### src/dpllpl_params.svh
// constants for the phase-loss detection configuration block
`ifndef DPLLPL_PARAMS_SVH
`define DPLLPL_PARAMS_SVH
`define DPLLPL_WIN_EN_BIT 7
`define DPLLPL_INACT_BIT 6
`define DPLLPL_NARROW_BIT 5
`define DPLLPL_SIZE_LSB 0
`define DPLLPL_SIZE_MSB 2
`define DPLLPL_CTRL_RESET 8'hA2
`define DPLLPL_CTRL_WMASK 8'hE7
`define DPLLPL_ERR_W 12
`define DPLLPL_STEP 12'h040
`define DPLLPL_HALF_CYCLE 12'h800
`define DPLLPL_FULL_CYCLE 12'hFFF
`endif

### src/dpllpl_pkg.sv
// types for the phase-loss detection configuration block
package dpllpl_pkg;
  typedef enum logic [1:0] {
    DPLLPL_LOCKED = 2'b00,
    DPLLPL_NEAREST = 2'b01,
    DPLLPL_ACQUIRE = 2'b10
  } dpllpl_mode_t;
endpackage : dpllpl_pkg

### src/dpllpl_detect.sv
// phase-loss detection and relock mode selection of the digital loop
//
// Notes on behaviour
// - window check off: no phase-error loss
// - window check on: error beyond window means loss while the reference is active
// - bit clear: inactivity keeps lock, nearest-edge relock
// - phase loss starts full 360-degree acquisition
// - register read/write, resets to 1010 0010
`timescale 1ns/100ps
`include "dpllpl_params.svh"
module dpllpl_detect (
  input wire logic i_clk,
  input wire logic i_rst,
  input wire logic i_wr,
  input wire logic [7:0] i_wdata,
  output logic [7:0] o_rdata,
  input wire logic [`DPLLPL_ERR_W-1:0] i_phase_err,
  input wire logic i_ref_active,
  input wire logic i_other_loss,
  input wire logic i_acq_done,
  output logic o_phase_loss,
  output logic [1:0] o_mode
);
  // ----------------------------------------
  // configuration register
  // ----------------------------------------
  logic [7:0] ctrl;

  dpllpl_ctrl_reg u_reg (
    .i_clk(i_clk),
    .i_rst(i_rst),
    .i_wr(i_wr),
    .i_wdata(i_wdata),
    .o_rdata(ctrl)
  );

  assign o_rdata = ctrl;

  // ----------------------------------------
  // window and loss decision
  // ----------------------------------------
  // window grows linearly with the code; code 0 gives a zero window
  function automatic logic [`DPLLPL_ERR_W-1:0] win_limit(
    input logic [2:0] code
  );
    logic [`DPLLPL_ERR_W-1:0] lim;
    lim = `DPLLPL_ERR_W'(code) * `DPLLPL_STEP;
    return lim;
  endfunction : win_limit

  typedef struct packed {
    logic loss;
    dpllpl_pkg::dpllpl_mode_t mode;
  } dpllpl_st_t;

  dpllpl_st_t st;
  dpllpl_st_t next_st;
  logic [`DPLLPL_ERR_W-1:0] abs_err;
  logic win_viol;
  logic inact_loss;
  logic loss_now;

  always_comb begin
    // error is two's complement; take magnitude
    abs_err = i_phase_err[`DPLLPL_ERR_W-1] ?
              `DPLLPL_ERR_W'(-i_phase_err) : i_phase_err;
    // a dead reference yields no usable error, so it must not unlock
    win_viol = ctrl[`DPLLPL_WIN_EN_BIT] && i_ref_active &&
               (abs_err > win_limit(ctrl[2:0]));
    inact_loss = ctrl[`DPLLPL_INACT_BIT] && !i_ref_active;
    loss_now = win_viol || inact_loss || i_other_loss;
  end

  always_comb begin
    next_st = st;
    next_st.loss = loss_now;
    case (st.mode)
      dpllpl_pkg::DPLLPL_LOCKED: begin
        if (loss_now) begin
          next_st.mode = dpllpl_pkg::DPLLPL_ACQUIRE;
        end else if (!i_ref_active) begin
          // hold lock over missing cycles
          next_st.mode = dpllpl_pkg::DPLLPL_NEAREST;
        end
      end
      dpllpl_pkg::DPLLPL_NEAREST: begin
        if (loss_now) begin
          next_st.mode = dpllpl_pkg::DPLLPL_ACQUIRE;
        end else if (i_ref_active) begin
          next_st.mode = dpllpl_pkg::DPLLPL_LOCKED;
        end
      end
      dpllpl_pkg::DPLLPL_ACQUIRE: begin
        // stay in acquisition until loss clears and loop reports done
        if (!loss_now && i_acq_done) begin
          next_st.mode = dpllpl_pkg::DPLLPL_LOCKED;
        end
      end
      default: begin
        next_st.mode = dpllpl_pkg::DPLLPL_ACQUIRE;
      end
    endcase
  end

  always_ff @(posedge i_clk or posedge i_rst) begin
    if (i_rst) begin
      st.loss <= 1'b1;
      st.mode <= dpllpl_pkg::DPLLPL_ACQUIRE;
    end else begin
      st <= next_st;
    end
  end

  assign o_phase_loss = st.loss;
  assign o_mode = st.mode;
endmodule : dpllpl_detect

### src/dpllpl_ctrl_reg.sv
// phase-loss window control register with its reset value
`timescale 1ns/100ps
`include "dpllpl_params.svh"
module dpllpl_ctrl_reg (
  input wire logic i_clk,
  input wire logic i_rst,
  input wire logic i_wr,
  input wire logic [7:0] i_wdata,
  output logic [7:0] o_rdata
);
  typedef struct packed {
    logic [7:0] ctrl;
  } dpllpl_reg_st_t;

  dpllpl_reg_st_t st;
  dpllpl_reg_st_t next_st;

  always_comb begin
    next_st = st;
    // unused bits [4:3] hold zero
    if (i_wr) begin
      next_st.ctrl = i_wdata & `DPLLPL_CTRL_WMASK;
    end
  end

  always_ff @(posedge i_clk or posedge i_rst) begin
    if (i_rst) begin
      st.ctrl <= `DPLLPL_CTRL_RESET;
    end else begin
      st <= next_st;
    end
  end

  assign o_rdata = st.ctrl;
endmodule : dpllpl_ctrl_reg

### config.mk
export PLATFORM = sky130hd
export DESIGN_NAME = dpllpl_detect
export DESIGN_NICKNAME = d
export VERILOG_FILES = /design/src/dpllpl_pkg.sv /design/src/dpllpl_detect.sv /design/src/dpllpl_ctrl_reg.sv
export VERILOG_INCLUDE_DIRS = /design/src
export SDC_FILE = /design/constraint.sdc
export NUM_CORES = 1
export LEC_CHECK = 0
export BUFFER_PORTS_ARGS = -buffer_cell sky130_fd_sc_hd__buf_4
export CELL_PAD_IN_SITES_DETAIL_PLACEMENT = 2
export CELL_PAD_IN_SITES_GLOBAL_PLACEMENT = 2
export CORE_MARGIN = 2
export CORE_UTILIZATION = 22
export DETAILED_ROUTE_END_ITERATION = 10
export GPL_ROUTABILITY_DRIVEN = 0
export PLACE_DENSITY_LB_ADDON = 0.08
export SLEW_MARGIN = 20
export SYNTH_ARGS = -nofsm -noshare
export SYNTH_HDL_FRONTEND = slang
export SYNTH_SLANG_ARGS = --single-unit
export TNS_END_PERCENT = 30
### constraint.sdc
create_clock -name i_clk -period 3.31 [get_ports i_clk]
set_input_delay 0.4965 -clock i_clk [delete_from_list [all_inputs] [get_ports i_clk]]
set_output_delay 0.4965 -clock i_clk [all_outputs]
set_load 0.01 [all_outputs]
After elaboration in Yosys (flattened, before gate mapping)
Cells that the tools add are included.

word-level totals
  register bits = 9
  latch bits = 0
  RAM bits = 0
  memory bits (read-only) = 0
  input bits = 26
  output and inout bits = 11
  logic and storage cells = 27
  memories kept = 0

operators by class
  $add $sub $neg = 1
  multiply operators = 0
  divide/modulo/power cells = 0
  $lt $le $gt $ge = 1
  equal/unequal tests = 5
  shifts and indexed selects = 0
  muxes and demuxes = 7
  bitwise gates (word level) = 0
  reduce and logical (&&, ||, !) cells = 10

operator list
  operator                                                                count
  12-bit by 9-bit > comparator with 1-bit output                          1
  12-bit two-way mux                                                      1
  12-bit negator                                                          1
  2-bit two-way mux                                                       5
  3-bit != test (second input constant)                                   2
  2-bit case mux with 3 select lines                                      1
  1-bit logical AND                                                       4
  3-bit AND reduction                                                     1
  2-bit by 1-bit equality test with 1-bit output (second input constant)  1
  2-bit equality test (second input constant)                             1
  1-bit logical NOT                                                       2
  2-bit logical NOT                                                       1
  1-bit logical OR                                                        2
  2-bit != test (second input constant)                                   1

Depth between registers and ports, before layout
  word-level depth = 10
  mapped depth = 10
  gate-level depth less buffers = 10

Hierarchy
From an unflattened synthesis, not the netlist that was laid out.

second synthesis, totals
  cells, all modules = 56
  area total of the unflattened synthesis = 586.8 um^2

modules (own cells, without submodules)
  module           times used  cells an instance  area an instance (um^2)  seq. area each (um^2)
  dpllpl_detect    1           39                 309.0                    77.6
  dpllpl_ctrl_reg  1           17                 277.8                    153.9

Least setup slack after synthesis
Ideal clock, no wire load.

  path kind = input-to-reg
  start = in i_phase_err[5]
  end = reg st, in the netlist o_mode[1]
  library setup time = 97 ps
  arrival time = 2,308 ps
  data required time = 3,213 ps
  slack = 905 ps
  cell stages on the path = 10
  buffers on the path = 0
  path through = nor4_2 > nand2_1 > o21ai_0 > xnor2_1 > ha_1 > nor2b_1 > o21a_1 > o22a_1 > o311ai_1 > nand3_1

on the way
  word-level cells in the longest chain between the ends = 10
  elaborated cells between the ends (all ways) = 15
  classes of those cells = add/sub: 1; order compare: 1; eq/ne: 3; mux: 4; reduce/logical: 6

RTL lines
  element                                             line                  RTL
  start: declaration                                  dpllpl_detect.sv:17   input wire logic [`DPLLPL_ERR_W-1:0] i_phase_err,
  12-bit negator                                      dpllpl_detect.sv:66   `DPLLPL_ERR_W'(-i_phase_err) : i_phase_err;
  12-bit two-way mux (*)                              dpllpl_detect.sv:65   abs_err = i_phase_err[`DPLLPL_ERR_W-1] ?
  12-bit by 9-bit > comparator with 1-bit output (*)  dpllpl_detect.sv:69   (abs_err > win_limit(ctrl[2:0]));
  1-bit logical AND (*)                               dpllpl_detect.sv:68   win_viol = ctrl[`DPLLPL_WIN_EN_BIT] && i_ref_active &&
  1-bit logical OR (*) (2 in series)                  dpllpl_detect.sv:71   loss_now = win_viol || inact_loss || i_other_loss;
  1-bit logical NOT                                   dpllpl_detect.sv:95   if (!loss_now && i_acq_done) begin
  1-bit logical AND                                   dpllpl_detect.sv:95
  2-bit != test (no line)                             -
  3-bit AND reduction (no line)                       -
  end signal: assignment                              dpllpl_detect.sv:110  st <= next_st;
  end: declaration                                    dpllpl_detect.sv:56   dpllpl_st_t st;

Mark *: on every way between the ends. The rest lies on a longest branch, timed or not.
A chain may end at the register's enable or synchronous reset.

Worst setup path in the final report
Ends and elaborated chain as after synthesis.

==> flow_metrics.env <==
export IMPL_outcome="complete, no violations"
export IMPL_grt_pass1_wl_mm=2.435
export IMPL_post_place_ws_ns=0.5238
export IMPL_ctsResizeCount=0
export IMPL_power_density_nw_per_um2=369.8
export IMPL_setup_ws_ns=0.8726
export IMPL_vias_per_cell=4.478
export IMPL_fin_util=0.3630
export IMPL_start_util=0.2347
export IMPL_synth_top_area_frac=0.2506
export IMPL_cts_hold_buf=0
export IMPL_cts_setup_buffers=0
export IMPL_drcViolationCount=0
export IMPL_crit_type="in -> reg"
export IMPL_cts_tree="done"
export IMPL_grt_use_total=0.1209
export IMPL_skew_ns=0.001039
export IMPL_clock_sinks=9
export IMPL_ant_nets=0
export IMPL_endpoint_kind="flop"
export IMPL_drive_above_1_share=0.5172
export IMPL_core_area_sq_um=2233
export IMPL_die_area_sq_um=2789
export IMPL_clock_latency_ns=0.26
export IMPL_cts_htree_levels=1
export IMPL_num_vias=515
export IMPL_final_setup_tns_ns=0
export IMPL_required_ns=3.48
export IMPL_seq_area_sq_um=231.5
export IMPL_numPortBuffers=32
export IMPL_avgSynthCellArea_sq_um=9.892
export IMPL_rsz0062_at_grt="no"
export IMPL_ys_ff_latch=9
export IMPL_grt_antenna_before_repair=0
export IMPL_p_leak_nw=0.3922
export IMPL_synth_cells=53
export IMPL_startpoint_type="input port"
export IMPL_yosysTopAreaCell="dfstp_2"
export IMPL_finalNetCount=117
export IMPL_cap_viol_max_count=0
export IMPL_layout_min_cycle_time_ns=2.437
export IMPL_synth_main_ff_cell="dfstp_2"
export IMPL_grt_pass1_vias=570
export IMPL_clk_pin_slew_worst_paths_ns=0.06
export IMPL_finalHoldViolations=0
export IMPL_rows=17
export IMPL_r2r_start="u_reg.o_rdata[1]"
export IMPL_grt_overflow_total=0
export IMPL_syn_area_sq_um=524.3
export IMPL_cts_made_buffers=3
export IMPL_synthTopCellsByArea="dfstp_2 (25%), dfrtp_1 (19%), mux2_2 (8.6%), ha_1 (7.2%), o21ai_0 (3.8%)"
export IMPL_synth_distinct_cells=25
export IMPL_final_max_slew_violation_count=0
export IMPL_multi_input_area_sq_um=259.0
export IMPL_ys_top_cells_by_count="dfstp_2 (5), inv_1 (5), nand2_1 (5)"
export IMPL_vdd_ir_drop_worst_mv=0.1694
export IMPL_yosysSeqAreaShare=0.4415
export IMPL_fin_crit_sh=0.7364
export IMPL_cts_buffer_depth=2
export IMPL_routed_wl_mm=1.398
export IMPL_die_w_microns=52.82
export IMPL_startpoint="i_phase_err[5]"
export IMPL_cts_root_buf="clkbuf_4"
export IMPL_fill_cells=272
export IMPL_dr_first_iter_drc_count=1
export IMPL_arrival_ns=2.61
export IMPL_synth_edf_count=0
export IMPL_die_y_microns=52.82
export IMPL_dp_hpwl_mm=1.196
export IMPL_worstPathMaxFanout=5
export IMPL_antenna_cells=0
export IMPL_min_delay_path_class="in -> async"
export IMPL_setup_viol=0
export IMPL_io_pins=37
export IMPL_dr_pass1_iters=2
export IMPL_yosysWarnings=0
export IMPL_wl_per_cell_microns=12.16
export IMPL_syn_to_final_growth_pct=54.65
export IMPL_synthArstFlopShare=1.000
export IMPL_grt_max_degree=10
export IMPL_fmax_mhz=410.3
[per-stage QoR]
step                instance area (sq um)  hold WS, ns  instances  total power [mW]
floorplan                           528.0       0.3208         54            0.1723
global placement                    784.5       0.4795        111            0.2161
detailed placement                  784.5       0.4838        111            0.2189
CTS                                 810.8       0.1940        115            0.3091
global route                        810.8       0.2154        115            0.3224
finish                              810.8       0.1948        115            0.2998
[path summary, 6_finish.rpt]
kind | endpoint | slack (ns) | depth (start not counted)
setup / recovery | o_mode[1] | 0.87 | 11
setup reg to reg | o_mode[1] | 1.38 | 7
min in group i_clk | o_mode[0] | 0.39 | 2
hold reg to reg | o_mode[0] | 0.50 | 1
max in group asynchronous | u_reg.o_rdata[7] | 2.82 | 2
hold / removal | u_reg.o_rdata[0] | 0.19 | 2
[per-layer routing]
metal / track usage / vias up / share of wire
met2: 0.2000 / 24 / 0.50
li1: - / 249 / -
met3: 0.03429 / 0 / 0.072
met4: 0.03846 / 0 / 0
met1: 0.1501 / 242 / 0.43
met5: 0 / - / 0
[worst max-delay path, cell delays in order]
cell and delay [ns]:
buf_4 0.11, nor4_2 0.25, nand2_1 0.16, o21ai_0 0.23
xnor2_1 0.15, ha_1 0.26, nor2b_1 0.14, o21a_1 0.16
o22a_1 0.19, o311ai_1 0.34, nand3_1 0.12
[layout make-up]
| class | count | area share |
|---|---|---|
| sequential | 9 | 0.2855 |
| timing repair buffer | 32 | 0.2963 |
| clock buffer | 4 | 0.03241 |
| multi-input combinational | 37 | 0.3194 |
| inverter | 5 | 0.02315 |
| tap | 28 | 0.04321 |
[cell families after synthesis]
kind of cell	synth area share
fa+ha+maj	0.07161
simple gates	0.1623
mux	0.08591
flops	0.4415
other cells	0.007153
xor+xnor	0.05013
buf+inv	0.07159
compound gates	0.1098
[power by group]
group	switching [mW]	internal [mW]	leakage [nW]
Combinational	0.0357	0.0490	0.275
Sequential	0.00628	0.124	0.102
Clock	0.0385	0.0465	0.0150
Total	0.0805	0.219	0.392
[state kept, by name, summed over array words and instances (netlist names)]
signal	count
u_reg.o_rdata	6
o_mode	2
o_phase_loss	1
[cells in the final DEF, fill, tap and decap left out]
cell type,n
buf_4,32
inv_1,5
nand2_1,5
dfstp_2,5
o21ai_0,4
mux2_2,4
dfrtp_1,4
nor2_1,3
ha_1,3
clkbuf_4,3
nand3_1,2
xnor2_1,2
conb_1,2
nor2b_1,1
o21a_1,1
nor4_2,1
o22a_1,1
nor3_1,1
nor4b_1,1
and3_1,1
o311ai_1,1
a21oi_1,1
o31ai_1,1
xor2_1,1
nor4_1,1
clkbuf_1,1
(Power assumes the default switching activity.)
